===== src/rtl/bio_params.svh =====
// Constants for the board user I/O block with tri-color LED dimming.
// Function
// - Push buttons read low while released and high only while pressed.
// - Slide switches are steady levels, not events.
// - Drive an individual LED high to light it, low to darken it.
// - Drive a tri-color channel high to light that element, low to darken it.
// - Every color channel of both tri-color LEDs is controlled independently.
// - Tri-color channels are pulse-width modulated, never above half duty.
// - Each color channel has its own duty setting from 0% to 50%.
`ifndef BIO_PARAMS_SVH
`define BIO_PARAMS_SVH

// ----------------------------------------------------------------------------
// Register byte offsets
// ----------------------------------------------------------------------------
`define BIO_OFS_LED      8'h00
`define BIO_OFS_INPUT    8'h04
`define BIO_OFS_RGB0     8'h08
`define BIO_OFS_RGB1     8'h0c
`define BIO_OFS_CTRL     8'h10

// ----------------------------------------------------------------------------
// Field positions and widths
// ----------------------------------------------------------------------------
`define BIO_NUM_BTN      4
`define BIO_NUM_SW       2
`define BIO_NUM_LED      4
`define BIO_NUM_RGB      2
`define BIO_IN_SW_POS    4
`define BIO_CTRL_EN_POS  0
`define BIO_PWM_W        8

// ----------------------------------------------------------------------------
// Reset values
// ----------------------------------------------------------------------------
`define BIO_RST_LED      4'h0
`define BIO_RST_DUTY     24'h000000
`define BIO_RST_EN       1'b1

// ----------------------------------------------------------------------------
// Timing and limits
// ----------------------------------------------------------------------------
// Half of the 256-step period: the brightest allowed setting.
`define BIO_DUTY_MAX     8'h80
`define BIO_PWM_LAST     8'hff
`define BIO_DIV_DEFAULT  4
`define BIO_RESP_OKAY    2'b00
`define BIO_RESP_SLVERR  2'b10

`endif


===== src/rtl/bio_pkg.sv =====
// Types shared by the board user I/O block.
package bio_pkg;

   // One tri-color LED: duty settings of its three elements.
   typedef struct packed {
      logic [7:0] blue;
      logic [7:0] green;
      logic [7:0] red;
   } bio_rgb_t;

   typedef enum logic [2:0] {
      BIO_REG_LED,
      BIO_REG_INPUT,
      BIO_REG_RGB0,
      BIO_REG_RGB1,
      BIO_REG_CTRL,
      BIO_REG_NONE
   } bio_reg_t;

endpackage : bio_pkg


===== src/rtl/bio_pwm.sv =====
// One pulse-width modulated color channel driven from a shared period counter.
`timescale 1ns/100ps
`include "bio_params.svh"

module bio_pwm
(
   input  wire logic                  aclk,
   input  wire logic                  aresetn,
   input  wire logic                  tick,
   input  wire logic [`BIO_PWM_W-1:0] count,
   input  wire logic                  enable,
   input  wire logic [7:0]            duty_in,
   output logic                       pwm_out
);

   logic [`BIO_PWM_W-1:0] active_duty;

   // Loading only at the wrap keeps every period whole, so no glitch pulse
   // appears when software changes the setting mid-period.
   always_ff @(posedge aclk)
   begin
      if (!aresetn)
         active_duty <= `BIO_PWM_W'(`BIO_RST_DUTY);
      else if (tick && count == `BIO_PWM_LAST)
         active_duty <= duty_in;
   end

   always_ff @(posedge aclk)
   begin
      if (!aresetn)
         pwm_out <= 1'b0;
      else
         pwm_out <= enable && (count < active_duty);
   end

endmodule : bio_pwm


===== src/rtl/bio_top.sv =====
// Board user I/O: buttons, switches, LEDs and dimmed tri-color LEDs on AXI4-Lite.
`timescale 1ns/100ps
`include "bio_params.svh"

module bio_top
#(
   parameter int unsigned PWM_DIV = `BIO_DIV_DEFAULT
)
(
   input  wire logic                     aclk,
   input  wire logic                     aresetn,
   input  wire logic [7:0]               s_axi_awaddr,
   input  wire logic                     s_axi_awvalid,
   output logic                          s_axi_awready,
   input  wire logic [31:0]              s_axi_wdata,
   input  wire logic [3:0]               s_axi_wstrb,
   input  wire logic                     s_axi_wvalid,
   output logic                          s_axi_wready,
   output logic [1:0]                    s_axi_bresp,
   output logic                          s_axi_bvalid,
   input  wire logic                     s_axi_bready,
   input  wire logic [7:0]               s_axi_araddr,
   input  wire logic                     s_axi_arvalid,
   output logic                          s_axi_arready,
   output logic [31:0]                   s_axi_rdata,
   output logic [1:0]                    s_axi_rresp,
   output logic                          s_axi_rvalid,
   input  wire logic                     s_axi_rready,
   input  wire logic [`BIO_NUM_BTN-1:0]  btn_in,
   input  wire logic [`BIO_NUM_SW-1:0]   sw_in,
   output logic [`BIO_NUM_LED-1:0]       led_out,
   output logic [`BIO_NUM_RGB*3-1:0]     rgb_out
);

   // ------------------------------------------------------------------------
   // Elaboration checks
   // ------------------------------------------------------------------------
   generate
      if (PWM_DIV < 1 || PWM_DIV > 65535)
      begin : g_bad_div
         $error("PWM_DIV must lie between 1 and 65535");
      end
   endgenerate

   // ------------------------------------------------------------------------
   // Helpers
   // ------------------------------------------------------------------------
   function automatic bio_pkg::bio_reg_t decode(input logic [7:0] addr);
      bio_pkg::bio_reg_t r;
      r = bio_pkg::BIO_REG_NONE;
      if (addr[1:0] == 2'h0)
      begin
         unique case (addr)
            `BIO_OFS_LED:   r = bio_pkg::BIO_REG_LED;
            `BIO_OFS_INPUT: r = bio_pkg::BIO_REG_INPUT;
            `BIO_OFS_RGB0:  r = bio_pkg::BIO_REG_RGB0;
            `BIO_OFS_RGB1:  r = bio_pkg::BIO_REG_RGB1;
            `BIO_OFS_CTRL:  r = bio_pkg::BIO_REG_CTRL;
            default:        r = bio_pkg::BIO_REG_NONE;
         endcase
      end
      return r;
   endfunction : decode

   function automatic logic [31:0] merge(input logic [31:0] old_v,
                                         input logic [31:0] new_v,
                                         input logic [3:0]  strb);
      logic [31:0] m;
      m = old_v;
      for (int i = 0; i < 4; i++)
         if (strb[i])
            m[i*8 +: 8] = new_v[i*8 +: 8];
      return m;
   endfunction : merge

   // Settings above half duty are held at half, so software cannot overdrive.
   function automatic logic [7:0] clamp(input logic [7:0] d);
      return (d > `BIO_DUTY_MAX) ? `BIO_DUTY_MAX : d;
   endfunction : clamp

   function automatic bio_pkg::bio_rgb_t clamp_rgb(input logic [23:0] v);
      bio_pkg::bio_rgb_t c;
      c.red   = clamp(v[7:0]);
      c.green = clamp(v[15:8]);
      c.blue  = clamp(v[23:16]);
      return c;
   endfunction : clamp_rgb

   // ------------------------------------------------------------------------
   // Input synchronisers
   // ------------------------------------------------------------------------
   localparam int NIN = `BIO_NUM_BTN + `BIO_NUM_SW;

   logic [NIN-1:0] in_meta;
   logic [NIN-1:0] in_sync;

   always_ff @(posedge aclk)
   begin
      if (!aresetn)
      begin
         in_meta <= '0;
         in_sync <= '0;
      end
      else
      begin
         in_meta <= {sw_in, btn_in};
         in_sync <= in_meta;
      end
   end

   // ------------------------------------------------------------------------
   // Register state
   // ------------------------------------------------------------------------
   logic [`BIO_NUM_LED-1:0] led_reg;
   bio_pkg::bio_rgb_t       duty [`BIO_NUM_RGB];
   logic                    pwm_en;

   logic                    aw_held;
   logic                    w_held;
   logic [7:0]              aw_addr;
   logic [31:0]             w_data;
   logic [3:0]              w_strb;
   logic                    do_write;
   bio_pkg::bio_reg_t       wr_reg;
   logic [31:0]             led_wr;
   logic [31:0]             rgb0_wr;
   logic [31:0]             rgb1_wr;

   assign do_write = aw_held && w_held && !s_axi_bvalid;
   assign wr_reg   = decode(aw_addr);

   // The byte-merged words are formed here so that each field can be sliced.
   assign led_wr   = merge(32'(led_reg), w_data, w_strb);
   assign rgb0_wr  = merge(32'(duty[0]), w_data, w_strb);
   assign rgb1_wr  = merge(32'(duty[1]), w_data, w_strb);

   // ------------------------------------------------------------------------
   // Write channels
   // ------------------------------------------------------------------------
   always_ff @(posedge aclk)
   begin
      if (!aresetn)
      begin
         aw_held       <= 1'b0;
         aw_addr       <= 8'h00;
         s_axi_awready <= 1'b0;
      end
      else if (s_axi_bvalid && s_axi_bready)
      begin
         aw_held       <= 1'b0;
         s_axi_awready <= 1'b1;
      end
      else if (s_axi_awvalid && s_axi_awready)
      begin
         aw_held       <= 1'b1;
         aw_addr       <= s_axi_awaddr;
         s_axi_awready <= 1'b0;
      end
      else if (!aw_held)
         s_axi_awready <= 1'b1;
   end

   always_ff @(posedge aclk)
   begin
      if (!aresetn)
      begin
         w_held       <= 1'b0;
         w_data       <= 32'h00000000;
         w_strb       <= 4'h0;
         s_axi_wready <= 1'b0;
      end
      else if (s_axi_bvalid && s_axi_bready)
      begin
         w_held       <= 1'b0;
         s_axi_wready <= 1'b1;
      end
      else if (s_axi_wvalid && s_axi_wready)
      begin
         w_held       <= 1'b1;
         w_data       <= s_axi_wdata;
         w_strb       <= s_axi_wstrb;
         s_axi_wready <= 1'b0;
      end
      else if (!w_held)
         s_axi_wready <= 1'b1;
   end

   always_ff @(posedge aclk)
   begin
      if (!aresetn)
      begin
         s_axi_bvalid <= 1'b0;
         s_axi_bresp  <= `BIO_RESP_OKAY;
      end
      else if (do_write)
      begin
         s_axi_bvalid <= 1'b1;
         s_axi_bresp  <= (wr_reg == bio_pkg::BIO_REG_NONE) ? `BIO_RESP_SLVERR
                                                           : `BIO_RESP_OKAY;
      end
      else if (s_axi_bready)
         s_axi_bvalid <= 1'b0;
   end

   // ------------------------------------------------------------------------
   // Register updates
   // ------------------------------------------------------------------------
   always_ff @(posedge aclk)
   begin
      if (!aresetn)
      begin
         led_reg <= `BIO_RST_LED;
         pwm_en  <= `BIO_RST_EN;
         for (int i = 0; i < `BIO_NUM_RGB; i++)
            duty[i] <= `BIO_RST_DUTY;
      end
      else if (do_write)
      begin
         unique case (wr_reg)
            bio_pkg::BIO_REG_LED:
               led_reg <= led_wr[`BIO_NUM_LED-1:0];
            bio_pkg::BIO_REG_RGB0:
               duty[0] <= clamp_rgb(rgb0_wr[23:0]);
            bio_pkg::BIO_REG_RGB1:
               duty[1] <= clamp_rgb(rgb1_wr[23:0]);
            bio_pkg::BIO_REG_CTRL:
               if (w_strb[0])
                  pwm_en <= w_data[`BIO_CTRL_EN_POS];
            default:
               led_reg <= led_reg;
         endcase
      end
   end

   // ------------------------------------------------------------------------
   // Read channel
   // ------------------------------------------------------------------------
   always_ff @(posedge aclk)
   begin
      if (!aresetn)
      begin
         s_axi_arready <= 1'b0;
         s_axi_rvalid  <= 1'b0;
         s_axi_rdata   <= 32'h00000000;
         s_axi_rresp   <= `BIO_RESP_OKAY;
      end
      else if (s_axi_arvalid && s_axi_arready)
      begin
         s_axi_arready <= 1'b0;
         s_axi_rvalid  <= 1'b1;
         s_axi_rresp   <= `BIO_RESP_OKAY;
         s_axi_rdata   <= 32'h00000000;
         unique case (decode(s_axi_araddr))
            bio_pkg::BIO_REG_LED:   s_axi_rdata <= 32'(led_reg);
            bio_pkg::BIO_REG_INPUT: s_axi_rdata <= 32'(in_sync);
            bio_pkg::BIO_REG_RGB0:  s_axi_rdata <= 32'(duty[0]);
            bio_pkg::BIO_REG_RGB1:  s_axi_rdata <= 32'(duty[1]);
            bio_pkg::BIO_REG_CTRL:  s_axi_rdata <= 32'(pwm_en);
            default:                s_axi_rresp <= `BIO_RESP_SLVERR;
         endcase
      end
      else if (s_axi_rvalid)
      begin
         if (s_axi_rready)
         begin
            s_axi_rvalid  <= 1'b0;
            s_axi_arready <= 1'b1;
         end
      end
      else
         s_axi_arready <= 1'b1;
   end

   // ------------------------------------------------------------------------
   // LED outputs
   // ------------------------------------------------------------------------
   always_ff @(posedge aclk)
   begin
      if (!aresetn)
         led_out <= `BIO_RST_LED;
      else
         led_out <= led_reg;
   end

   // ------------------------------------------------------------------------
   // Period counter
   // ------------------------------------------------------------------------
   logic [15:0]           div_cnt;
   logic                  tick;
   logic [`BIO_PWM_W-1:0] pcnt;

   assign tick = (div_cnt == 16'(PWM_DIV - 1));

   always_ff @(posedge aclk)
   begin
      if (!aresetn)
         div_cnt <= 16'h0000;
      else if (tick)
         div_cnt <= 16'h0000;
      else
         div_cnt <= div_cnt + 16'h0001;
   end

   always_ff @(posedge aclk)
   begin
      if (!aresetn)
         pcnt <= `BIO_PWM_W'(8'h00);
      else if (tick)
         pcnt <= pcnt + `BIO_PWM_W'(8'h01);
   end

   // ------------------------------------------------------------------------
   // Color channels, red green blue per tri-color LED
   // ------------------------------------------------------------------------
   generate
      for (genvar k = 0; k < `BIO_NUM_RGB * 3; k++)
      begin : g_ch
         bio_pwm u_pwm
         (
            .aclk    (aclk),
            .aresetn (aresetn),
            .tick    (tick),
            .count   (pcnt),
            .enable  (pwm_en),
            .duty_in (duty[k / 3][(k % 3) * 8 +: 8]),
            .pwm_out (rgb_out[k])
         );
      end
   endgenerate

endmodule : bio_top


===== config.mk =====
export PLATFORM = sky130hd
export DESIGN_NAME = bio_top
export DESIGN_NICKNAME = d
export VERILOG_FILES = /design/src/rtl/bio_pkg.sv /design/src/rtl/bio_pwm.sv /design/src/rtl/bio_top.sv
export VERILOG_INCLUDE_DIRS = /design/src /design/src/rtl
export SDC_FILE = /design/constraint.sdc
export NUM_CORES = 1
export LEC_CHECK = 0
export ABC_AREA = 1
export BUFFER_PORTS_ARGS = -buffer_cell sky130_fd_sc_hd__buf_2
export CORE_MARGIN = 4
export CORE_UTILIZATION = 42
export DETAILED_ROUTE_END_ITERATION = 10
export PLACE_DENSITY_LB_ADDON = 0.25
export SETUP_SLACK_MARGIN = 0.15
export SKIP_LAST_GASP = 1
export SLEW_MARGIN = 10
export SYNTH_ARGS = -nofsm -noshare
export SYNTH_HDL_FRONTEND = slang
export SYNTH_SLANG_ARGS = --single-unit

===== constraint.sdc =====
create_clock -name aclk -period 3.5 [get_ports aclk]
set_input_delay 0.525 -clock aclk [delete_from_list [all_inputs] [get_ports aclk]]
set_output_delay 0.525 -clock aclk [all_outputs]
set_load 0.1 [all_outputs]

==> results of run 1 <==
## final cells by class
| class | instances | share of cell area, % |
|---|---|---|
| multi-input combinational | 937 | 39.1 |
| inverter | 162 | 5.16 |
| tap | 324 | 3.44 |
| clock buffer | 37 | 5.95 |
| timing repair buffer | 109 | 4.90 |
| clock inverter | 8 | 0.839 |
| sequential | 215 | 40.6 |
## cells by family (layout without fill, tap and decap cells)
family                     count (synthesis)  count (layout)
AOI/OAI and AO/OA                        201             201
xor gates and xnor gates                   5               5
adders and majority gates                 44              44
buffers and inverters                    237             316
DFF                                      215             215
other                                      1              10
and+or+nand+nor                          677             677
## where the power goes
group,leakage [nW],switching [mW],total (mW),internal (mW)
clock,0.390,1.01,2.55,1.53
sequential,1.85,0.0602,2.66,2.60
combinational,3.01,0.298,0.399,0.101
## layout by cell type (no fill, tap or decap), types with 3 or more instances in the layout
cell type    n
inv_1      154
nor2_2       8
nor2_1     190
nor3b_1      3
xor2_1       4
clkbuf_8     3
buf_2       96
clkinv_2     4
ha_1        44
nand4_1     59
a21oi_2      7
nor3_1      12
edfxtp_1    48
conb_1      10
buf_4       13
nand2_2      8
dfxtp_1    167
inv_2        8
o21ai_0     57
clkbuf_16   25
nand2_1    312
a21oi_1    125
clkbuf_1     9
o21a_1       8
nand3_1     74
## layer usage
| metal | global-route usage, % | vias up |
|---|---|---|
| met1 | 26.5 | 4069 |
| met4 | 3.90 | 0 |
| li1 | - | 4600 |
| met5 | 0 | - |
| met2 | 29.1 | 256 |
| met3 | 2.63 | 25 |
## critical path, cell delays in order, from the launching register on
cell and delay, ns:
dfxtp_1 0.31, nor2_1 0.19, inv_1 0.06, nor2_1 0.16, nand3_2 0.17, inv_1 0.09
nand2_1 0.05, nand2_1 0.76
## final timing paths
check	end	slack (ns)	cells after the start
hold reg to reg	in_sync[2]$_SDFF_PN0_	0.42	2
setup reg to reg	duty[0][28]$_SDFFCE_PN0P_	1.33	7
hold / removal	in_meta[0]$_SDFF_PN0_	0.20	3
setup / recovery	duty[0][28]$_SDFFCE_PN0P_	1.33	7
## per-stage QoR
stage          total power [mW]  cell area, um2  instances
6_report                   5.61           11800       1792
5_1_grt                    5.84           11800       1792
4_1_cts                    5.67           11800       1792
3_5_place_dp               3.11           11000       1747
3_3_place_gp               3.11           11000       1747
2_1_floorplan              3.02           10500       1389
==> results.toml, run 1 <==
[status]
outcome = "completed"

[global_route]
antenna_found_initial = 0
grt_pass1_wl_mm = 41.3
grt_usage_pct = 18.3
grt.overflow.total = 0
grt_max_degree = 67
first_global_vias = 8447

[yosys]
synth_adder_area_share_pct = 5.28
netlist.area_leader.share_pct = 32.1
ys_ff_latch = 215
synth_cell_types = 34
ys.flop_type = "dfxtp_1"
synth_top_family_by_area = "simple AND/OR/NAND/NOR gates"
synth_compound_area_share_pct = 10.2
synth_commonest_cells = "312 x nand2_1, 191 x nor2_1, 167 x dfxtp_1"
synth_xor_area_share_pct = 0.420
synth_mux_area_share_pct = 0
synthSimpleGateAreaFrac_pct = 27.9
synth_top_area_cell = "dfxtp_1"
yosysWarningCount = 0
syn_inst = 1380
synth.most_common_cell = "nand2_1"
synth_area_um2 = 10400
synth_area_per_cell_um2 = 7.55
synthArstFlopShare_pct = 0
yosys-top-cells-area = "dfxtp_1 32%, edfxtp_1 14%, nand2_1 11%"
ys_seq_area_share_pct = 45.9
synth_enable_flop_cells = 48

[finish]
seqCellArea_um2 = 4780
diodes = 0
multi_input_area_um2 = 4610
fin_nets = 1559
drive_gt1_share_pct = 12.5
post-route-util_pct = 48.3
top_regs = "duty x48, g_ch.u_pwm.active_duty x48"
fill_cells = 2499
area.growth.synth_to_final_pct = 13.1

[clock_tree]
htreeDepth = 1
clock-root-buffer = "clkbuf_16"
holdBufCountCts = 0
clk_transition_reported_paths_ns = 0.06
numCtsBuffers = 25
clkSinkCount = 215
postCtsResizedCells = 0
clock_latency_ns = 0.51
clock_path_buffers = 3
cts_tree = "yes"
cts_setup_buffers = 0

[placed_design]
place_ws_ns = 1.30
portBuffers = 96
post-dp-hpwl_mm = 17.3
place_congestion = 0.812

[flow_run]
timing.max_cap.violations = 0

[sta]
rsz0062_at_grt = "no"
slew_viol_final = 0
slew_headroom_pct = 31.6
max_freq_mhz = 461
setup_ws_ns = 1.33
holdWs_ns = 0.198
skew_ns = 0.0177
period_share_pct = 62.0
tightest_slew_ns = 1.02
setup_viol_count_final = 0
hold_viol = 0
setup_tns_ns = 0
fin_crit_ns = 2.17

[critical_path]
crit-reg2reg-launch = "aw_addr[0]$_SDFFE_PN0P_"
worstSetupEndpointType = "flop"
crit_required_ns = 3.62
path_max_fanout = 24
critPathLaunchType = "flop"
critPathLaunch = "aw_addr[0]$_SDFFE_PN0P_"
critPathKind = "flop to flop"
critPathArrivalTime_ns = 2.29

[floorplan]
io-pin-count = 116
initial_core_util_pct = 42.7
design.core.area_um2 = 24400
rows = 57
dieArea_um2 = 27400
dieHeight_um = 166
die_w_um = 166

[route]
vias = 8950
routed_wl_mm = 24.8
first_pass_iters = 5
ant_nets = 0
wl_met2_mm = 11.1
wl_met1_mm = 11.9
drt-initial-drc-count = 656
viasPerCell = 4.99
highest_layer = "met4"
routedWlPerCell_um = 13.8
routed-wl-met3_mm = 1.49
drc = 0

[power]
leakage_nw = 5.25
powerDensity_nw_per_um2 = 476
vdd_drop_max_mv = 0.345

[worst_hold_path]
min_path_type = "input port to flop"
min-delay-start = "btn_in[0]"
Note: power is estimated with default switching activity, not from simulation.
==> inputs of run 2 (changes only) <==
Clock period 3.5 ns to 2.17 ns, I/O delays scaled along.
==> run 2 against run 1 <==
  * Maximum frequency increased by 21%
  * Highest routed layer unchanged
  * Largest cell class unchanged
  * Die area unchanged
  * Design area increased by 1.9%
  * Sequential power increased by 61%
  * Clock skew decreased by 0.0060 ns
==> results.toml, run 2 (same netlist as run 1, synthesis figures left out) <==
[clock_tree]
htreeDepth = 1
clock-root-buffer = "clkbuf_16"
cts_setup_buffers = 0
cts_tree = "yes"
clkSinkCount = 215
clock_path_buffers = 3
numCtsBuffers = 25
clock_latency_ns = 0.52
clk_transition_reported_paths_ns = 0.06

[placed_design]
dp_cells = 1760
postPlaceCellArea_um2 = 11200
place_congestion = 0.786
post-dp-hpwl_mm = 17.6
portBuffers = 96

[sta]
fin_crit_ns = 1.79
period_share_pct = 82.5
tightest_slew_ns = 0.547
max_freq_mhz = 559
setup_tns_ns = 0
skew_ns = 0.0116
slew_viol_final = 0
hold_viol = 0
setup_viol_count_final = 0
slew_headroom_pct = 63.5
rsz0062_at_grt = "no"

[critical_path]
critPathLaunchType = "flop"
critPathKind = "flop to flop"
crit_required_ns = 2.56
crit-reg2reg-launch = "pcnt[3]$_SDFFE_PN0P_"
r2r_cells = 6
rr_endpoint = "g_ch[4].u_pwm.active_duty[5]$_SDFFE_PN0P_"
worstSetupEndpointType = "flop"
critPathArrivalTime_ns = 2.18
regToRegSetupSlack_ns = 0.38
path_max_fanout = 48

[finish]
diodes = 0
final_area_um2 = 12000
fill_cells = 2506
top_regs = "duty x48, g_ch.u_pwm.active_duty x48"
layout_common_cells = "311 x nand2_1, 190 x nor2_1, 165 x dfxtp_1"
area.growth.synth_to_final_pct = 15.3
drive_gt1_share_pct = 13.7
post-route-util_pct = 49.3
final_cells = 1812
final_common_cell = "nand2_1"
fin_nets = 1578

[global_route]
first_global_vias = 8377
antenna_found_initial = 0
grt_pass1_wl_mm = 41.3
grt_usage_pct = 18.3
grt_max_degree = 59
grt.overflow.total = 0

[floorplan]
dieHeight_um = 166
die_w_um = 166
design.core.area_um2 = 24400
initial_core_util_pct = 42.7
rows = 57
io-pin-count = 116
dieArea_um2 = 27400

[route]
vias = 9012
first_pass_iters = 5
drc = 0
routedWlPerCell_um = 13.7
ant_nets = 0
viasPerCell = 4.97
drt-initial-drc-count = 574
routed_wl_mm = 24.9

[status]
outcome = "completed"

[power]
powerDensity_nw_per_um2 = 750
vdd_drop_max_mv = 0.601
leakage_nw = 5.36

[worst_hold_path]
min_to = "w_data[9]$_SDFFE_PN0P_"
min-delay-start = "s_axi_wdata[9]"
min_path_cells = 3
min_path_type = "input port to flop"

[flow_run]
timing.max_cap.violations = 0
run 2: through the flow:
| step | hold WS, ns | setup slack [ns] | power [mW] |
|---|---|---|---|
| final | 0.0296 | 0.380 | 9.01 |
| after global routing | 0.0131 | 0.266 | 9.40 |
| after CTS | 0.0125 | 0.358 | 9.12 |
| after detailed placement | 0.398 | 0.374 | 5.05 |
| after global placement | 0.400 | 0.411 | 5.04 |
| after floorplan | 0.390 | 0.184 | 4.87 |
run 2: what timing repair did:
| action | CTS | global route |
|---|---|---|
| gates resized for setup | 0 | 1 |
| hold buffers | 6 | 0 |
| endpoints found under the setup margin | 0 | 7 |
| hold endpoints to repair | 6 | 0 |
run 2: how the worst max path moves through the flow:
stage	from	to	cells past startpoint	slack, ns
2_1_floorplan	s_axi_wready$_SDFFE_PN0P_	w_data[0]$_SDFFE_PN0P_	6	0.18
3_3_place_gp	w_strb[0]$_SDFFE_PN0P_	duty[0][27]$_SDFFCE_PN0P_	8	0.41
3_5_place_dp	pcnt[3]$_SDFFE_PN0P_	g_ch[4].u_pwm.active_duty[7]$_SDFFE_PN0P_	6	0.37
4_1_cts	w_strb[0]$_SDFFE_PN0P_	duty[0][28]$_SDFFCE_PN0P_	8	0.36
5_1_grt	pcnt[3]$_SDFFE_PN0P_	g_ch[4].u_pwm.active_duty[5]$_SDFFE_PN0P_	6	0.27
6_report	pcnt[3]$_SDFFE_PN0P_	g_ch[4].u_pwm.active_duty[5]$_SDFFE_PN0P_	6	0.38
run 2: final cells by class:
cell class                      instances  area (um2)  area share, %
Tap cell                              324         405           3.37
Inverter                              162         608           5.06
Multi-Input combinational cell        937        4620           38.5
Sequential cell                       215        4790           39.8
Clock inverter                         11        91.3          0.760
Clock buffer                           35         703           5.85
Timing Repair Buffer                  128         798           6.65
run 2: layer usage:
| metal | track usage (%) | share of wire [%] |
|---|---|---|
| met1 | 26.7 | 48 |
| met2 | 28.9 | 44 |
| met3 | 2.63 | 6.1 |
| met4 | 4.12 | 1.8 |
| met5 | 0 | 0 |
run 2: power by group:
group | total [mW] | internal (mW) | switching, mW | leakage (nW)
Sequential | 4.29 | 4.20 | 0.0886 | 1.85
Combinational | 0.683 | 0.187 | 0.496 | 3.12
Clock | 4.04 | 2.38 | 1.66 | 0.386
Total | 9.01 | 6.77 | 2.25 | 5.36
run 2: worst max-delay path, cell delays in order, from the launching register on:
cell and delay, ns:
dfxtp_1 0.64, nand3_2 0.17, nor2_2 0.23, nand3_1 0.10, buf_4 0.32, nand2_1 0.12
a21oi_1 0.07
==> inputs of run 3 (changes only) <==
Settings changed: ABC_AREA 1 to 0.
Clock period 2.17 ns to 1.5 ns, I/O delays scaled along.
==> run 3 against run 2 <==
  * The flow now finishes with violations (negative setup slack)
  * Sequential power increased by 43%
  * Core utilization rose by 19 points
  * Sequential share of layout area shrank 9.5 points
  * Die area down 4.2%
  * Total power up 53%
  * Maximum frequency decreased by 12%
  * Non-clock buffer count up 239
  * Global-route usage increased by 4.9 points
  * Via count grew 5.8%
  * Wire length increased by 34%
  * Worst setup slack got worse by 0.92 ns
  * Clock skew down 0.0017 ns
  * Highest routed layer unchanged
==> results.toml, run 3 <==
[placed_design]
dp_cells = 1555
portBuffers = 96
postPlaceCellArea_um2 = 12400
place_ws_ns = -0.542
post-dp-hpwl_mm = 18.6
place_congestion = 0.820

[finish]
final_cells = 1713
multi_input_area_um2 = 5780
seqCellArea_um2 = 4850
diodes = 0
drive_gt1_share_pct = 44.3
area.growth.synth_to_final_pct = 60.4
fill_cells = 1697
layout_common_cells = "153 x buf_4, 130 x dfxtp_1, 91 x nand2_1"
top_regs = "duty x48, g_ch.u_pwm.active_duty x48"
fin_nets = 1484
final_common_cell = "buf_4"
final_area_um2 = 16000
post-route-util_pct = 68.3

[power]
vdd_drop_max_mv = 0.866
powerDensity_nw_per_um2 = 862
leakage_nw = 6.03

[sta]
fin_crit_ns = 2.04
setup_viol_count_final = 177
max_freq_mhz = 491
hold_viol = 0
rsz0062_at_grt = "yes"
period_share_pct = 136
slew_viol_final = 0
skew_ns = 0.00989
tightest_slew_ns = 0.937
holdWs_ns = 0.0487
slew_headroom_pct = 37.5
setup_ws_ns = -0.538

[yosys]
synth_cell_types = 58
synth_adder_area_share_pct = 5.53
ys.flop_type = "dfxtp_1"
yosysWarningCount = 0
synth_top_family_by_area = "simple AND/OR/NAND/NOR gates"
synth.most_common_cell = "dfxtp_1"
synthSimpleGateAreaFrac_pct = 16.4
synth_commonest_cells = "167 x dfxtp_1, 95 x a21oi_1, 95 x nand2_1"
synth_top_area_cell = "dfxtp_1"
synth_mux_area_share_pct = 7.57
yosys-top-cells-area = "dfxtp_1 34%, edfxtp_1 14%, mux2i_1 6.3%"
synth_enable_flop_cells = 48
synthArstFlopShare_pct = 0
ys_seq_area_share_pct = 48.0
synth_compound_area_share_pct = 15.2
synth_area_um2 = 9960
synth_xor_area_share_pct = 1.23
syn_inst = 1052
netlist.area_leader.share_pct = 33.6
synth_area_per_cell_um2 = 9.47
ys_ff_latch = 215

[floorplan]
design.core.area_um2 = 23400
die_w_um = 162
initial_core_util_pct = 42.6
dieHeight_um = 162
rows = 56
io-pin-count = 116
dieArea_um2 = 26200

[route]
drt-initial-drc-count = 858
viasPerCell = 5.57
drc = 0
ant_nets = 0
vias = 9538
routedWlPerCell_um = 19.4
routed_wl_mm = 33.3
first_pass_iters = 5

[clock_tree]
clk_transition_reported_paths_ns = 0.06
htreeDepth = 1
cts_tree = "yes"
numCtsBuffers = 25
clock_path_buffers = 3
clock-root-buffer = "clkbuf_16"
clock_latency_ns = 0.52
clkSinkCount = 215

[global_route]
grt_pass1_wl_mm = 49.7
first_global_vias = 9464
grt.overflow.total = 0
grt_usage_pct = 23.2
antenna_found_initial = 0
grt_max_degree = 43

[critical_path]
worstSetupEndpointType = "flop"
critPathLaunchType = "flop"
critPathKind = "flop to flop"
crit_required_ns = 1.73
critPathArrivalTime_ns = 2.27
path_max_fanout = 9

[worst_hold_path]
min_path_type = "input port to flop"

[status]
violations = "negative setup slack"
outcome = "finished, violations left"

[flow_run]
timing.max_cap.violations = 0
## run 3: what timing repair did
item | 4_1_cts | 5_1_grt
buffers inserted | 33 | 10
pin swaps | 46 | 25
hold buffers | 45 | 0
cloned | 21 | 3
hold endpoints to repair | 46 | 0
gates resized for setup | 251 | 117
setup endpoints to repair | 229 | 218
## run 3: path summary, 6_finish.rpt
kind,to,depth (start not counted),from,slack [ns]
max,duty[0][8]$_SDFFCE_PN0P_,7,aw_addr[1]$_SDFFE_PN0P_,-0.54
min,s_axi_rvalid$_SDFF_PN0_,3,s_axi_arvalid,0.05
max reg2reg,duty[0][8]$_SDFFCE_PN0P_,7,aw_addr[1]$_SDFFE_PN0P_,-0.54
min reg2reg,in_sync[2]$_SDFF_PN0_,1,in_meta[2]$_SDFF_PN0_,0.43
## run 3: layer usage
layer | vias up | wire [um] | track usage, %
met4 | 0 | 1370 | 9.23
li1 | 4454 | - | -
met2 | 410 | 16400 | 39.3
met3 | 118 | 2050 | 3.43
met1 | 4556 | 13500 | 30.0
met5 | - | 0 | 0
## run 3: where the power goes
group	internal (mW)	switching, mW	total [mW]
clock network	3.42	2.43	5.84
registers	6.04	0.101	6.14
logic	0.812	0.980	1.79
total	10.3	3.51	13.8
## run 3: metrics by stage
step / power, mW / setup TNS (ns)
floorplan: 7.08 / -54.08
global placement: 7.50 / -61.18
detailed placement: 7.51 / -66.88
CTS: 13.7 / -62.52
global route: 14.2 / -79.63
finish: 13.8 / -64.02
## run 3: area by class of cell
class	count	area share (%)
Timing Repair Buffer	367	24.8
Sequential cell	215	30.4
Clock inverter	11	0.556
Multi-Input combinational cell	714	36.2
Clock buffer	35	4.36
Tap cell	319	2.50
Inverter	52	1.22
## run 3: critical path, stage by stage (launching register included)
cell and delay [ns]:
dfxtp_1 0.31, or4_4 0.56, nor3_4 0.14, nand3b_1 0.12
buf_4 0.16, o21ai_4 0.19, buf_12 0.14, buf_16 0.13
## run 3: kinds of logic after synthesis
| group | count (synthesis) |
|---|---|
| AND/OR/NAND/NOR | 316 |
| AO/OA/AOI/OAI | 258 |
| flip-flops | 215 |
| buffers and inverters | 133 |
| multiplexers | 71 |
| adder cells (fa/ha/maj) | 44 |
| XOR/XNOR | 14 |
| other | 1 |
